<file path="config.mk">
export PLATFORM = sky130hd
export DESIGN_NAME = oef_top
export DESIGN_NICKNAME = d
export VERILOG_FILES = /design/src/shared/oef_pkg.sv /design/src/shared/oef_ev_if.sv /design/src/core/oef_flag_store.sv /design/src/core/oef_top.sv
export VERILOG_INCLUDE_DIRS = /design/src /design/src/shared
export SDC_FILE = /design/constraint.sdc
export NUM_CORES = 1
export LEC_CHECK = 0
export BUFFER_PORTS_ARGS = -buffer_cell sky130_fd_sc_hd__clkbuf_2
export CAP_MARGIN = 20
export CELL_PAD_IN_SITES_DETAIL_PLACEMENT = 0
export CELL_PAD_IN_SITES_GLOBAL_PLACEMENT = 1
export CORE_ASPECT_RATIO = 1.75
export CORE_MARGIN = 2
export CORE_UTILIZATION = 37
export DETAILED_ROUTE_END_ITERATION = 6
export PLACE_DENSITY_LB_ADDON = 0.25
export RECOVER_POWER = 100
export SYNTH_ARGS = -nofsm -noshare
export SYNTH_HDL_FRONTEND = slang
export SYNTH_HIERARCHICAL = 1
export SYNTH_SLANG_ARGS = --single-unit
</file>
<file path="constraint.sdc">
create_clock -name i_clk -period 1.95 [get_ports i_clk]
set_input_delay 0.195 -clock i_clk [delete_from_list [all_inputs] [get_ports i_clk]]
set_output_delay 0.195 -clock i_clk [all_outputs]
set_load 0.02 [all_outputs]
</file>
<file path="src/shared/oef_map.svh">
// Register offsets, field positions and reset values of the OTG event block.
`ifndef OEF_MAP_SVH
`define OEF_MAP_SVH
`define OEF_OFF_CTRL        12'h000
`define OEF_OFF_FLAGS       12'h004
`define OEF_OFF_CFG         12'h008
`define OEF_BIT_SR_SUCCESS  0
`define OEF_BIT_SR_START    1
`define OEF_BIT_RS_SUCCESS  8
`define OEF_BIT_RS_REQUEST  9
`define OEF_BIT_SES_END     2
`define OEF_BIT_SR_DONE     8
`define OEF_BIT_RS_DONE     9
`define OEF_BIT_RS_SEEN     17
`define OEF_BIT_A_TIMEOUT   18
`define OEF_BIT_DEB_DONE    19
`define OEF_BIT_IRQ_EN      0
`define OEF_BIT_TX_LVL      7
`define OEF_BIT_PTX_LVL     8
`define OEF_FLAGS_MASK      32'h000e0304
`define OEF_CFG_MASK        32'h00000181
`define OEF_CTRL_MASK       32'h00000303
`define OEF_RST_FLAGS       32'h00000000
`define OEF_RST_CFG         32'h00000000
`define OEF_RST_CTRL        32'h00000000
`endif

</file>
<file path="src/shared/oef_pkg.sv">
// Types shared by the OTG event block.
package oef_pkg;
	typedef logic [31:0] oef_word_t;
	typedef enum logic [1:0] {
		OEF_IDLE   = 2'b00,
		OEF_ACCESS = 2'b01
	} oef_apb_state_t;
endpackage

</file>
<file path="src/shared/oef_ev_if.sv">
// Event strobes passed from the top to the flag store.
`timescale 1ns/100ps
interface oef_ev_if;
	logic        sr_done;
	logic        rs_done;
	logic        rs_seen;
	logic        a_timeout;
	logic        deb_done;
	logic        ses_end;
	logic [31:0] clr_mask;
	logic [31:0] flags;
	modport src (output sr_done, rs_done, rs_seen, a_timeout, deb_done,
		ses_end, clr_mask, input flags);
	modport dst (input sr_done, rs_done, rs_seen, a_timeout, deb_done,
		ses_end, clr_mask, output flags);
endinterface

</file>
<file path="src/core/oef_flag_store.sv">
// Sticky write-one-to-clear event flag register.
`timescale 1ns/100ps
`include "oef_map.svh"
module oef_flag_store (
	input  wire logic i_clk,
	input  wire logic i_sys_rst,
	oef_ev_if.dst     ev
);
	import oef_pkg::*;
	oef_word_t flags;
	oef_word_t next_flags;
	oef_word_t set_v;

	always_comb begin
		set_v = '0;
		set_v[`OEF_BIT_SR_DONE]   = ev.sr_done;
		set_v[`OEF_BIT_RS_DONE]   = ev.rs_done;
		set_v[`OEF_BIT_RS_SEEN]   = ev.rs_seen;
		set_v[`OEF_BIT_A_TIMEOUT] = ev.a_timeout;
		set_v[`OEF_BIT_DEB_DONE]  = ev.deb_done;
		set_v[`OEF_BIT_SES_END]   = ev.ses_end;
		// A new event beats a clear in the same cycle so nothing is lost.
		next_flags = ((flags & ~ev.clr_mask) | set_v) & `OEF_FLAGS_MASK;
	end

	always_ff @(posedge i_clk) begin
		if (i_sys_rst) begin
			flags <= `OEF_RST_FLAGS;
		end else begin
			flags <= next_flags;
		end
	end

	assign ev.flags = flags;
endmodule // oef_flag_store

</file>
<file path="src/core/oef_top.sv">
// OTG event flags and interrupt configuration with an APB slave.
//
// Summary of operation
// In device mode a successful session request sets the success bit.
// Setting the session request start bit clears the success bit.
// Event flags read latched state, write one clears, zero keeps.
// In host mode finished debounce sets the debounce flag at bit 19.
// Expiry of the A-side wait for connection sets bit 18.
// A role swap request seen while A-side sets bit 17.
// End of a role swap negotiation sets bit 9.
// End of a session request procedure sets bit 8.
// Bus supply below session valid threshold sets bit 2.
// The event flag register sits at 0x0004 and resets to zero.
// Host periodic empty interrupt fires half empty on 0, empty on 1.
// Device IN empty interrupt fires half empty on 0, empty on 1.
// Host nonperiodic empty interrupt follows the same bit 7.
// Global enable bit 0 gates the interrupt output and resets to 0.
// Software writes reserved bits with their reset value.
// Role swap success sets on success, clears when request is set.
// Start bit is set by software and cleared by zero or flag clear.
`timescale 1ns/100ps
`include "oef_map.svh"
module oef_top (
	input  wire logic                 i_clk,
	input  wire logic                 i_sys_rst,
	input  wire logic                 i_psel,
	input  wire logic                 i_penable,
	input  wire logic                 i_pwrite,
	input  wire logic [11:0]          i_paddr,
	input  wire oef_pkg::oef_word_t   i_pwdata,
	output logic                      o_pready,
	output logic                      o_pslverr,
	output oef_pkg::oef_word_t        o_prdata,
	input  wire logic                 i_host_mode,
	input  wire logic                 i_sr_done,
	input  wire logic                 i_sr_ok,
	input  wire logic                 i_rs_done,
	input  wire logic                 i_rs_ok,
	input  wire logic                 i_rs_seen,
	input  wire logic                 i_a_timeout,
	input  wire logic                 i_deb_done,
	input  wire logic                 i_ses_end,
	input  wire logic                 i_core_irq,
	output logic                      o_irq,
	output logic                      o_sr_start,
	output logic                      o_rs_request,
	output logic                      o_ptx_level_empty,
	output logic                      o_inep_level_empty,
	output logic                      o_nptx_level_empty
);
	import oef_pkg::*;

	oef_apb_state_t state;
	oef_apb_state_t next_state;
	oef_word_t      ctrl;
	oef_word_t      next_ctrl;
	oef_word_t      cfg;
	oef_word_t      next_cfg;
	oef_word_t      next_prdata;
	logic           next_pready;
	logic           next_pslverr;
	logic           next_irq;
	logic           next_ptx;
	logic           next_inep;
	logic           next_nptx;
	logic           wr_go;
	logic           rd_go;
	logic           hit;
	oef_word_t      wflags;

	oef_ev_if ev ();

	oef_flag_store u_flags (
		.i_clk     (i_clk),
		.i_sys_rst (i_sys_rst),
		.ev        (ev)
	);

	function automatic logic is_mapped(input logic [11:0] a);
		is_mapped = (a == `OEF_OFF_CTRL) || (a == `OEF_OFF_FLAGS) ||
			(a == `OEF_OFF_CFG);
	endfunction

	// The answer comes in the first access cycle, one cycle after setup.
	assign wr_go = (state == OEF_ACCESS) && i_psel && i_penable && i_pwrite;
	assign rd_go = (state == OEF_ACCESS) && i_psel && i_penable && !i_pwrite;
	assign hit   = is_mapped(i_paddr);

	always_comb begin
		wflags = '0;
		if (wr_go && (i_paddr == `OEF_OFF_FLAGS)) begin
			wflags = i_pwdata & `OEF_FLAGS_MASK;
		end
		ev.clr_mask  = wflags;
		ev.sr_done   = i_sr_done;
		ev.rs_done   = i_rs_done;
		ev.rs_seen   = i_rs_seen;
		ev.a_timeout = i_a_timeout;
		ev.deb_done  = i_deb_done && i_host_mode;
		ev.ses_end   = i_ses_end;
	end

	always_comb begin
		next_state = state;
		unique case (state)
			OEF_IDLE: begin
				if (i_psel && !i_penable) begin
					next_state = OEF_ACCESS;
				end
			end
			OEF_ACCESS: begin
				next_state = OEF_IDLE;
			end
		endcase
	end

	always_comb begin
		next_pready  = (state == OEF_IDLE) && i_psel && !i_penable;
		next_pslverr = (state == OEF_IDLE) && i_psel && !i_penable &&
			!is_mapped(i_paddr);
		next_prdata  = '0;
		if ((state == OEF_IDLE) && i_psel && !i_penable && !i_pwrite) begin
			unique case (i_paddr)
				`OEF_OFF_CTRL:  next_prdata = ctrl;
				`OEF_OFF_FLAGS: next_prdata = ev.flags;
				`OEF_OFF_CFG:   next_prdata = cfg;
				default:        next_prdata = '0;
			endcase
		end
	end

	always_comb begin
		next_ctrl = ctrl;
		next_cfg  = cfg;
		if (wr_go && (i_paddr == `OEF_OFF_CFG)) begin
			// Reserved bits are masked; software keeps them zero anyway.
			next_cfg = i_pwdata & `OEF_CFG_MASK;
		end
		if (wr_go && (i_paddr == `OEF_OFF_CTRL)) begin
			next_ctrl[`OEF_BIT_SR_START]   = i_pwdata[`OEF_BIT_SR_START];
			next_ctrl[`OEF_BIT_RS_REQUEST] = i_pwdata[`OEF_BIT_RS_REQUEST];
			if (i_pwdata[`OEF_BIT_SR_START] && !ctrl[`OEF_BIT_SR_START]) begin
				next_ctrl[`OEF_BIT_SR_SUCCESS] = 1'b0;
			end
			if (i_pwdata[`OEF_BIT_RS_REQUEST] &&
				!ctrl[`OEF_BIT_RS_REQUEST]) begin
				next_ctrl[`OEF_BIT_RS_SUCCESS] = 1'b0;
			end
		end
		// Clearing the done flag also withdraws the pending request.
		if (wflags[`OEF_BIT_SR_DONE] && ev.flags[`OEF_BIT_SR_DONE]) begin
			next_ctrl[`OEF_BIT_SR_START] = 1'b0;
		end
		if (wflags[`OEF_BIT_RS_DONE] && ev.flags[`OEF_BIT_RS_DONE]) begin
			next_ctrl[`OEF_BIT_RS_REQUEST] = 1'b0;
		end
		// Success is sampled with the done strobe; the set wins a clear.
		if (i_sr_done && i_sr_ok && !i_host_mode) begin
			next_ctrl[`OEF_BIT_SR_SUCCESS] = 1'b1;
		end
		if (i_rs_done && i_rs_ok) begin
			next_ctrl[`OEF_BIT_RS_SUCCESS] = 1'b1;
		end
		next_ctrl = next_ctrl & `OEF_CTRL_MASK;
	end

	always_comb begin
		next_irq  = i_core_irq && cfg[`OEF_BIT_IRQ_EN];
		next_ptx  = i_host_mode && cfg[`OEF_BIT_PTX_LVL];
		next_inep = !i_host_mode && cfg[`OEF_BIT_TX_LVL];
		next_nptx = i_host_mode && cfg[`OEF_BIT_TX_LVL];
	end

	always_ff @(posedge i_clk) begin
		if (i_sys_rst) begin
			state              <= OEF_IDLE;
			ctrl               <= `OEF_RST_CTRL;
			cfg                <= `OEF_RST_CFG;
			o_pready           <= 1'b0;
			o_pslverr          <= 1'b0;
			o_prdata           <= '0;
			o_irq              <= 1'b0;
			o_ptx_level_empty  <= 1'b0;
			o_inep_level_empty <= 1'b0;
			o_nptx_level_empty <= 1'b0;
			o_sr_start         <= 1'b0;
			o_rs_request       <= 1'b0;
		end else begin
			state              <= next_state;
			ctrl               <= next_ctrl;
			cfg                <= next_cfg;
			o_pready           <= next_pready;
			o_pslverr          <= next_pslverr;
			o_prdata           <= next_prdata;
			o_irq              <= next_irq;
			o_ptx_level_empty  <= next_ptx;
			o_inep_level_empty <= next_inep;
			o_nptx_level_empty <= next_nptx;
			o_sr_start         <= next_ctrl[`OEF_BIT_SR_START];
			o_rs_request       <= next_ctrl[`OEF_BIT_RS_REQUEST];
		end
	end

	logic unused_hit;
	assign unused_hit = hit & rd_go;
endmodule // oef_top

</file>
Word level (Yosys, flattened, before mapping)
Index checks and enable logic that the tools add are counted.
{"block": "totals", "ram_bits": 0, "inputBits": 59, "rom_bits": 0, "out_inout_bits": 40, "regBits": 83, "wordCells": 76, "memories": 0, "latch_bits": 0}
{"block": "op_classes", "n_reduce_logical": 40, "n_eq_ne": 4, "n_lt_le_gt_ge": 0, "bitwise_logic": 4, "shifts": 0, "div": 0, "mux": 12, "addsub": 0, "multipliers": 0}
{"cell": "$pmux W32 S3", "count": 1}
{"cell": "$logic_and A1 B1 Y1", "count": 23}
{"cell": "$and A20 B20 Y20", "count": 1}
{"cell": "$mux W20", "count": 1}
{"cell": "$not A20 Y20", "count": 1}
{"cell": "$or A20 B20 Y20", "count": 1}
{"cell": "$eq A12 B3 Y1 const B", "count": 1}
{"cell": "$eq A12 B4 Y1 const B", "count": 1}
{"cell": "$logic_not A12 Y1", "count": 1}
{"cell": "$reduce_bool A2 Y1", "count": 4}
{"cell": "$logic_not A1 Y1", "count": 6}
{"cell": "$mux W1", "count": 6}
{"cell": "$mux W2", "count": 3}
{"cell": "$pmux W2 S2", "count": 1}
{"cell": "$reduce_and A2 Y1", "count": 2}
{"cell": "$eq A2 B1 Y1 const B", "count": 1}
{"cell": "$logic_not A2 Y1", "count": 1}
{"cell": "$logic_or A1 B1 Y1", "count": 2}
{"cell": "$ne A2 B2 Y1 const B", "count": 1}
{"cell": "$reduce_or A2 Y1", "count": 1}
{"cell": "$not A1 Y1", "count": 1}

Longest topological paths before layout
Gate-level depths: netlist of the first run.
{"block": "depth", "word_depth": 9, "depth_mapped": 6, "mapped_depth_nobuf": 6}

Modules after synthesis
The synthesis of the first run kept the hierarchy.
{"module": "oef_top", "cells_per_inst": 147, "instances": 1, "area_each_um2": 1626.6, "seq_area_each_um2": 920.9}
{"module": "oef_flag_store", "cells_per_inst": 51, "instances": 1, "area_each_um2": 454.2, "seq_area_each_um2": 120.1}

Worst setup path before layout of the first run
No wires, ideal clock.
{"block": "synth_path", "path_type": "input to register", "startpoint": "input port i_paddr[5]", "endpoint": "register u_flags.flags[9], in the netlist u_flags/ev.flags[9]", "required_time_ps": 1834, "cell_stages": 6, "n_path_buf": 0, "path_slack_ps": 602, "arrival_ps": 1233, "setup_time_ps": 116, "cell_sequence": "nor4_4 nand4_1 nor2_1 and2_1 nand2b_4 a21oi_1"}
{"block": "synth_via", "elab_chain_len": 6}
{"element": "start: declaration", "line_no": "oef_top.sv:29", "text": "input wire logic [11:0] i_paddr,"}
{"element": "$eq A12 B3 Y1"}
{"element": "$logic_and A1 B1 Y1", "line_no": "oef_top.sv:91", "text": "if (wr_go && (i_paddr == `OEF_OFF_FLAGS)) begin"}
{"element": "$mux W20", "line_no": "oef_top.sv:91"}
{"element": "net ev.clr_mask[9]", "line_no": "oef_ev_if.sv:10", "text": "logic [31:0] clr_mask;"}
{"element": "$not A20 Y20", "line_no": "oef_flag_store.sv:23", "text": "next_flags = ((flags & ~ev.clr_mask) | set_v) & `OEF_FLAGS_MASK;"}
{"element": "$and A20 B20 Y20", "line_no": "oef_flag_store.sv:23"}
{"element": "$or A20 B20 Y20", "line_no": "oef_flag_store.sv:23"}
{"element": "end signal: assignment", "line_no": "oef_flag_store.sv:28", "text": "flags <= `OEF_RST_FLAGS;"}
{"element": "end signal: assignment", "line_no": "oef_flag_store.sv:30", "text": "flags <= next_flags;"}
{"element": "end: declaration", "line_no": "oef_flag_store.sv:10", "text": "oef_word_t flags;"}
The timed path passes the listed nets, and every way through them passes these cells.
A chain may end at the register's enable or synchronous reset.

Final worst setup path of the first run
{"block": "layout_path", "startpoint": "register state[0]", "endpoint": "register u_flags.flags[2], in the netlist u_flags/ev.flags[2]"}
{"block": "layout_via", "elab_chain_len": 9}
{"element": "start: declaration", "line_no": "oef_top.sv:53", "text": "oef_apb_state_t state;"}
{"element": "start signal: assignment", "line_no": "oef_top.sv:189", "text": "state <= next_state;"}
{"element": "$eq A2 B1 Y1", "line_no": "oef_top.sv:85", "text": "assign wr_go = (state == OEF_ACCESS) && i_psel && i_penable && i_pwrite;"}
{"element": "$logic_and A1 B1 Y1 (2 in series)"}
{"element": "$logic_and A1 B1 Y1", "line_no": "oef_top.sv:85"}
{"element": "$logic_and A1 B1 Y1", "line_no": "oef_top.sv:91"}
{"element": "$mux W20", "line_no": "oef_top.sv:91"}
{"element": "net ev.clr_mask[2]", "line_no": "oef_ev_if.sv:10"}
{"element": "$not A20 Y20", "line_no": "oef_flag_store.sv:23"}
{"element": "$and A20 B20 Y20", "line_no": "oef_flag_store.sv:23"}
{"element": "$or A20 B20 Y20", "line_no": "oef_flag_store.sv:23"}
The timed path passes the listed nets, and every way through them passes these cells.

==> summary.md, run 1 <==
| Metric | Value |
|---|---|
| Clock tree from TritonCTS | `yes` |
| Post-synthesis average cell area | `10.5 sq um` |
| Unrepaired setup endpoints after global routing | `no` |
| Core Footprint | `5500 sq um` |
| Via count | `1394` |
| Y dimension of the die | `approximately 100 microns` |
| Initial core utilization | `37.8%` |
| Number of fill cells | `622` |
| Pin count of the biggest net entering global routing | `20` |
| Bufs on Longest Clock Path | `2` |
| Antenna diode instance count | `0` |
| Post-synthesis instance total | `197` |
| Number of max-slew violations in the final report | `0` |
| Clock Root Buffer | `sky130_fd_sc_hd__clkbuf_8` |
| Type of element capturing the critical path | `flip-flop` |
| Crit Path Category | `reg2reg` |
| DR iter-0 viols | `22` |
| Total Neg Setup Slack | `0 ns` |
| Required time at the worst-slack endpoint | `roughly 2.1 ns` |
| Quantity of I/O buffers inserted on ports | `75` |
| Post-CTS Hold Buffers | `0` |
| Post-CTS clock slew at the launch and capture registers of the worst setup and hold paths | `0.09 ns` |
| Vias in the first global route | `1215` |
| Die span in x | `60.6 microns` |
| Max rail drop VDD | `465 uV` |
| Antenna violations before repair | `0` |
| Routed wire length per instance | `~9.9 microns` |
| Number of cell rows | `36` |
| Actual transition at the worst max-transition pin | `0.810 ns` |
| Remaining max-slew budget at the tightest pin | `between 40% and 50%` |
| DRC violation count after routing | `0` |
| First-pass GRT wire length | `5460 microns` |
| Final HPWL from detailed placement | `2760 microns` |
| Area of the die | `6250 sq um` |
| Fraction of final layout cells sized beyond drive strength 1 | `19.8%` |
| Power density over the cells | `787 nW/um^2` |
| IO Pins | `99` |
| Largest driver fanout on the critical path | `6` |
| Time the worst path needs with I/O delays and setup | `1.73 ns` |
| Via density | `a little under 4` |
| Slowest Stage Delay on Critical Path | `0.40 ns` |
| Global placer's final weighted congestion | `0.712` |
| Routed wire length | `3510 microns` |
| Maximum level of the CTS H-tree | `2` |
| Nature of the critical path startpoint | `flip-flop` |
| Setup Buffers After CTS | `0` |
| Run status | `complete, no violations` |
| Overall global routing resource usage | `12.1%` |
| Syn Std Cell Area | `between 2000 and 2500 sq um` |
| Maximum clock skew at final layout | `0.00266 ns` |
| TritonCTS sink count | `52` |
| Relative area change from synthesis to final layout | `19.5%` |
| First drt pass iteration count | `4` |
| Fraction of the cycle the final worst path needs | `slightly below 90%` |
| Arrival time reported for the critical path endpoint | `1.88 ns` |
| Clock latency of the later-clocked register in the worst-skew pair | `a little under 0.3 ns` |
| Setup-violating endpoint count in the final report | `0` |
| Number of warning messages in the yosys log | `6` |
| Clock buffer count from CTS | `5` |
| Quantity of gates resized following cts | `0` |
| Cell breakdown of the critical path | `and4_1 -> nand4_1 -> nor2_1 -> and2_0 -> nand2b_4 -> a21oi_1` |
| Library cell contributing the largest single delay on the critical path | `sky130_fd_sc_hd__dfxtp_1` |
| Final hold violations | `0` |
| FMAX | `579 MHz` |
| Routed Antenna Nets | `0` |
| Total gr overflow | `0` |
| Max-cap check violation count | `0` |
| Leak Pwr | `1.07 nW` |
| Worst hold path class | `in2reg` |
| PnR Total Power | `1.95 mW` |
| Final #Nets | `336` |
-- metrics by stage --
step	area (sq um)	setup WS [ns]	std cells	util [%]	hold WS [ns]
after floorplan	2170	0.602	222	-	0.264
after global placement	2440	0.302	346	44.4	0.402
after detailed placement	2440	0.237	346	44.4	0.403
after CTS	2560	0.277	354	46.6	0.0778
after global routing	2480	0.129	354	45.2	0.0890
final	2480	0.222	354	45.2	0.0903
-- worst max-delay path: cells and delay by family, from the launching register on --
| family | cells | cell delay, ns |
|---|---|---|
| AO/OA/AOI/OAI | 1 | 0.05 |
| flip-flops | 1 | 0.40 |
| AND/OR/NAND/NOR | 5 | 1.13 |
-- registers in the layout, indices dropped and copies added, names as in the netlist --
register / count
o_ptx_level_empty: 1
o_nptx_level_empty: 1
state: 1
o_pslverr: 1
ctrl: 3
o_inep_level_empty: 1
o_pready: 1
o_irq: 1
u_flags/ev.flags: 6
cfg: 3
o_prdata: 32
o_rs_request: 1
-- layout make-up --
class | count | area (sq um) | area share (%)
Clock buffer | 6 | 82.6 | 3.33
Clock inverter | 2 | 38.8 | 1.56
Inverter | 8 | 30.0 | 1.21
Multi-Input combinational cell | 131 | 845 | 34.0
Sequential cell | 52 | 1040 | 41.9
Tap cell | 76 | 95.1 | 3.83
Timing Repair Buffer | 79 | 350 | 14.1
-- routing by layer --
layer	vias up	part of all wire (%)	global-route usage, %
met1	596	37	12.2
met5	-	0	0
met4	0	2.5	6.02
met3	7	5.9	3.14
li1	746	-	-
met2	45	54	21.9
-- report_power, final --
part | internal [mW] | switching, mW | total (mW) | leakage, nW
clock network | 0.420 | 0.337 | 0.757 | 0.0614
logic | 0.0564 | 0.0553 | 0.112 | 0.591
registers | 1.07 | 0.0107 | 1.09 | 0.421
-- cell usage in the layout (no fill, tap or decap), types with 2 or more instances in the layout --
master and count:
sky130_fd_sc_hd__a21oi_1 10, sky130_fd_sc_hd__mux2i_1 9, sky130_fd_sc_hd__o21ai_0 2, sky130_fd_sc_hd__clkbuf_1 42, sky130_fd_sc_hd__dfxtp_1 52, sky130_fd_sc_hd__inv_1 8
sky130_fd_sc_hd__and3b_1 2, sky130_fd_sc_hd__nand2_1 3, sky130_fd_sc_hd__and2_0 8, sky130_fd_sc_hd__conb_1 26, sky130_fd_sc_hd__nand2b_1 9, sky130_fd_sc_hd__buf_4 3
sky130_fd_sc_hd__nor4_4 2, sky130_fd_sc_hd__nor3_1 3, sky130_fd_sc_hd__clkbuf_8 6, sky130_fd_sc_hd__nor2b_1 2, sky130_fd_sc_hd__nand2b_4 5, sky130_fd_sc_hd__nor2_1 10
sky130_fd_sc_hd__nand4_1 3, sky130_fd_sc_hd__and2_1 25, sky130_fd_sc_hd__clkbuf_2 34
-- path summary, 6_finish.rpt --
check	start	endpoint	slack, ns	depth (start not counted)
worst min register to register	ctrl[0]	ctrl[0]	0.48	2
worst max register to register	state[0]	u_flags/ev.flags[2]	0.22	6
worst min-delay path	i_core_irq	o_irq	0.09	3
worst max-delay path	state[0]	u_flags/ev.flags[2]	0.22	6
No activity file was read; power rests on OpenSTA's default activity.
==> inputs of run 2 (changes only) <==
--- a/config.mk
+++ b/config.mk
@@ -12,11 +12,10 @@
 export CELL_PAD_IN_SITES_GLOBAL_PLACEMENT = 1
 export CORE_ASPECT_RATIO = 1.75
 export CORE_MARGIN = 2
-export CORE_UTILIZATION = 37
+export CORE_UTILIZATION = 29
 export DETAILED_ROUTE_END_ITERATION = 6
 export PLACE_DENSITY_LB_ADDON = 0.25
 export RECOVER_POWER = 100
 export SYNTH_ARGS = -nofsm -noshare
 export SYNTH_HDL_FRONTEND = slang
-export SYNTH_HIERARCHICAL = 1
 export SYNTH_SLANG_ARGS = --single-unit
==> run 2 against run 1 <==
Net effect:
- clock power shrank 3.2%
- combinational power grew 14%
- clock skew grew 0.0068 ns
- die area shrank 20%
- utilization shrank 8.1 points
- largest cell class unchanged
==> summary.md, run 2 <==
| Metric | Value |
|---|---|
| Crit Path Category | `reg2reg (unchanged)` |
| Pin count of the biggest net entering global routing | `18 (was 20)` |
| Overall global routing resource usage | `11.6% (was 12.1%)` |
| Worst hold path class | `in2reg (unchanged)` |
| Setup Buffers After CTS | `0 (unchanged)` |
| Unrepaired setup endpoints after global routing | `no (unchanged)` |
| Synth area leader | `sky130_fd_sc_hd__dfxtp_1` |
| Run status | `complete, no violations (unchanged)` |
| IO Pins | `99 (unchanged)` |
| Max-cap check violation count | `0 (unchanged)` |
| Most used DFF post-synth | `sky130_fd_sc_hd__dfxtp_1` |
| Bufs on Longest Clock Path | `2 (unchanged)` |
| Relative area change from synthesis to final layout | `24.7% (was 19.5%)` |
| Top area cells in the synthesized netlist | `sky130_fd_sc_hd__dfxtp_1 (45%), sky130_fd_sc_hd__buf_4 (13%), sky130_fd_sc_hd__mux2i_1 (6.2%), sky130_fd_sc_hd__a311oi_1 (5.5%), sky130_fd_sc_hd__nor2_1 (3.2%)` |
| Routed wire length per instance | `11.5 microns (was 9.92 microns)` |
| Sw Ratio | `21.5% (was 20.6%)` |
| Library cell contributing the largest single delay on the critical path | `sky130_fd_sc_hd__or4b_1 (was sky130_fd_sc_hd__dfxtp_1)` |
| Main combinational cell family by area after synthesis | `simple AND/OR/NAND/NOR gates` |
| Required time at the worst-slack endpoint | `2.17 ns (was 2.10 ns)` |
| Power density over the cells | `919 nW/um^2 (was 787 nW/um^2)` |
| TritonCTS sink count | `29 (was 52)` |
| Switching power total | `316 uW (was 403 uW)` |
| Post-synthesis instance total | `135 (was 197)` |
| Max rail drop VDD | `573 uV (was 465 uV)` |
| DRC violation count after routing | `0 (unchanged)` |
| Clock buffer count from CTS | `5 (unchanged)` |
| Antenna diode instance count | `0 (unchanged)` |
| Routed wire length | `2770 microns (was 3510 microns)` |
| Kind of cell with the highest combined delay on the critical path | `simple AND/OR/NAND/NOR gates (unchanged)` |
| Number of cell rows | `32 (was 36)` |
| FMAX | `655 MHz (was 579 MHz)` |
| Fraction of the cycle the final worst path needs | `78.3% (was 88.6%)` |
| Post-synthesis share of cell area spent on and, or, nand and nor gates | `21.9%` |
| Antenna violations before repair | `0 (unchanged)` |
| Flip-flop and latch count after synthesis | `29` |
| First-pass GRT wire length | `4200 microns (was 5460 microns)` |
| Maximum clock skew at final layout | `0.00946 ns (was 0.00266 ns)` |
| Commonest cells after routing, fill and taps aside | `sky130_fd_sc_hd__clkbuf_2 (35), sky130_fd_sc_hd__dfxtp_1 (29), sky130_fd_sc_hd__conb_1 (23) (was sky130_fd_sc_hd__dfxtp_1 (52), sky130_fd_sc_hd__clkbuf_1 (42), sky130_fd_sc_hd__clkbuf_2 (34))` |
| Number of warning messages in the yosys log | `0 (was 6)` |
| Die span in x | `54.3 microns (was 60.6 microns)` |
| Quantity of gates resized following cts | `0 (unchanged)` |
| Post-synthesis share of cell area spent on xor and xnor gates | `0%` |
| Largest driver fanout on the critical path | `4 (was 6)` |
| Ys async rst share | `0%` |
| Combinational power share | `8.7% (was 5.7%)` |
| Total gr overflow | `0 (unchanged)` |
| Maximum level of the CTS H-tree | `2 (unchanged)` |
| DR iter-0 viols | `3 (was 22)` |
| Complex-gate fraction of the synthesized area | `slightly above 8%` |
| Vias in the first global route | `971 (was 1215)` |
| Fraction of final layout cells sized beyond drive strength 1 | `24.2% (was 19.8%)` |
| Final #Nets | `248 (was 336)` |
| Share of power burned in the clock network | `49.7% (was 38.7%)` |
| Post-CTS clock slew at the launch and capture registers of the worst setup and hold paths | `0.07 ns (was 0.09 ns)` |
| Largest registers in the final layout | `o_prdata: 9 flops, u_flags.ev.flags: 6 flops (was o_prdata: 32 flops, u_flags/ev.flags: 6 flops)` |
| Largest register by flop count | `o_prdata (unchanged)` |
| Routed Antenna Nets | `0 (unchanged)` |
| Clock Root Buffer | `sky130_fd_sc_hd__clkbuf_8 (unchanged)` |
| Setup-violating endpoint count in the final report | `0 (unchanged)` |
| Syn Std Cell Area | `1280 sq um (was 2080 sq um)` |
| Final hold violations | `0 (unchanged)` |
| Seq pwr share | `41.6% (was 55.6%)` |
| Clock latency of the later-clocked register in the worst-skew pair | `0.28 ns (was 0.29 ns)` |
| Final HPWL from detailed placement | `2310 microns (was 2760 microns)` |
| Via count | `1057 (was 1394)` |
| Type of element capturing the critical path | `flip-flop (unchanged)` |
| Number of fill cells | `486 (was 622)` |
| Top-area cell type share of the netlist area | `45.2%` |
| Number of max-slew violations in the final report | `0 (unchanged)` |
| Final design area excluding fillers | `1600 sq um (was 2480 sq um)` |
| Clock tree from TritonCTS | `yes (unchanged)` |
| Area of the die | `5000 sq um (was 6250 sq um)` |
| Nature of the critical path startpoint | `flip-flop (unchanged)` |
| Commonest non-fill, non-tap cell in the layout | `sky130_fd_sc_hd__clkbuf_2 (was sky130_fd_sc_hd__dfxtp_1)` |
| First drt pass iteration count | `4 (unchanged)` |
| Initial core utilization | `29.7% (was 37.8%)` |
| Arrival time reported for the critical path endpoint | `1.75 ns (was 1.88 ns)` |
| Cell breakdown of the critical path | `or4b_1 -> nor2_1 -> and4_1 -> and2_1 (was and4_1 -> nand4_1 -> nor2_1 -> and2_0 -> nand2b_4 -> a21oi_1)` |
| Slowest Stage Delay on Critical Path | `0.59 ns (was 0.40 ns)` |
| Multiplexer fraction of the synthesized cell area | `under 10%` |
| WP buf/inv | `0 (unchanged)` |
| Number of synthesized flops with an enable pin | `0` |
| Leading post-synthesis cells by instance count | `sky130_fd_sc_hd__dfxtp_1 (29), sky130_fd_sc_hd__buf_4 (23), sky130_fd_sc_hd__nor2_1 (11)` |
| Via density | `4.39 (was 3.94)` |
| Internal Pwr Total | `1.16 mW (was 1.55 mW)` |
| Core Footprint | `4320 sq um (was 5500 sq um)` |
| Total Neg Setup Slack | `0 ns (unchanged)` |
| Y dimension of the die | `92.1 microns (was 103 microns)` |
| Largest register FFs | `9 (was 32)` |
| Arithmetic-cell share of the synthesized area counting full adders, half adders and majority gates | `0%` |
| Distinct cell type count of the synthesized netlist | `29` |
| Global placer's final weighted congestion | `0.706 (was 0.712)` |
| Post-synthesis average cell area | `9.52 sq um (was 10.5 sq um)` |
| Leak Pwr | `0.780 nW (was 1.07 nW)` |
| Post-CTS Hold Buffers | `0 (unchanged)` |
| Placed standard-cell area | `1500 sq um (was 2440 sq um)` |
| Time the worst path needs with I/O delays and setup | `1.53 ns (was 1.73 ns)` |
| Quantity of I/O buffers inserted on ports | `52 (was 75)` |
| Count leader, synth | `sky130_fd_sc_hd__dfxtp_1` |
| Share of the yosys chip area belonging to registers | `around 45%` |
[run 2: kinds of logic (layout without fill, tap and decap cells)]
logic type / count (synthesis) / count (layout)
DFF: 29 / 29
buffers and inverters: 36 / 69
other: 1 / 23
AOI/OAI and AO/OA: 15 / 15
muxes: 8 / 8
and+or+nand+nor: 46 / 46
[run 2: layout make-up]
cell class,instances,area [sq um],share of cell area [%]
Tap cell,51,63.8,3.98
Multi-Input combinational cell,92,548,34.2
Clock inverter,3,65.1,4.06
Sequential cell,29,581,36.2
Clock buffer,5,68.8,4.29
Timing Repair Buffer,53,246,15.4
Inverter,8,30.0,1.87
[run 2: worst register-to-register path, cell delays in order, from the launching register on]
cell	delay [ns]
sky130_fd_sc_hd__dfxtp_1	0.31
sky130_fd_sc_hd__or4b_1	0.59
sky130_fd_sc_hd__nor2_1	0.15
sky130_fd_sc_hd__and4_1	0.28
sky130_fd_sc_hd__and2_1	0.14
[run 2: worst paths after layout]
check	startpoint	slack (ns)	cells past startpoint	end
min	i_pwdata[2]	0.1	2	u_flags.ev.flags[2]
max	state[0]	0.42	4	o_prdata[2]
max reg2reg	state[0]	0.42	4	o_prdata[2]
min reg2reg	u_flags.ev.flags[17]	0.46	1	o_prdata[17]
[run 2: per-stage QoR]
step                worst slack, ns  cells  util (%)  hold WS, ns  power (mW)
floorplan                     0.628    157         -        0.271       0.740
finish                        0.422    241      37.1       0.0995        1.47
CTS                           0.455    241      37.7       0.0931        1.49
detailed placement            0.441    233      34.6        0.397       0.757
global placement              0.472    233      34.6        0.392       0.754
global route                  0.287    241      37.1       0.0928        1.52
[run 2: per-layer routing]
layer / vias to the layer above / routed length [microns] / track usage (%)
li1: 532 / - / -
met1: 473 / 927 / 10.8
met2: 47 / 1560 / 21.4
met3: 5 / 231 / 3.42
met4: 0 / 48 / 5.63
met5: - / 0 / 0
[run 2: power groups by stage]
stage / registers, mW / clock network (mW) / logic (mW)
after floorplan: 0.626 / 0 / 0.114
after global placement: 0.626 / 0 / 0.128
after detailed placement: 0.626 / 0 / 0.130
after CTS: 0.613 / 0.750 / 0.131
after global routing: 0.615 / 0.767 / 0.141
final: 0.613 / 0.733 / 0.128
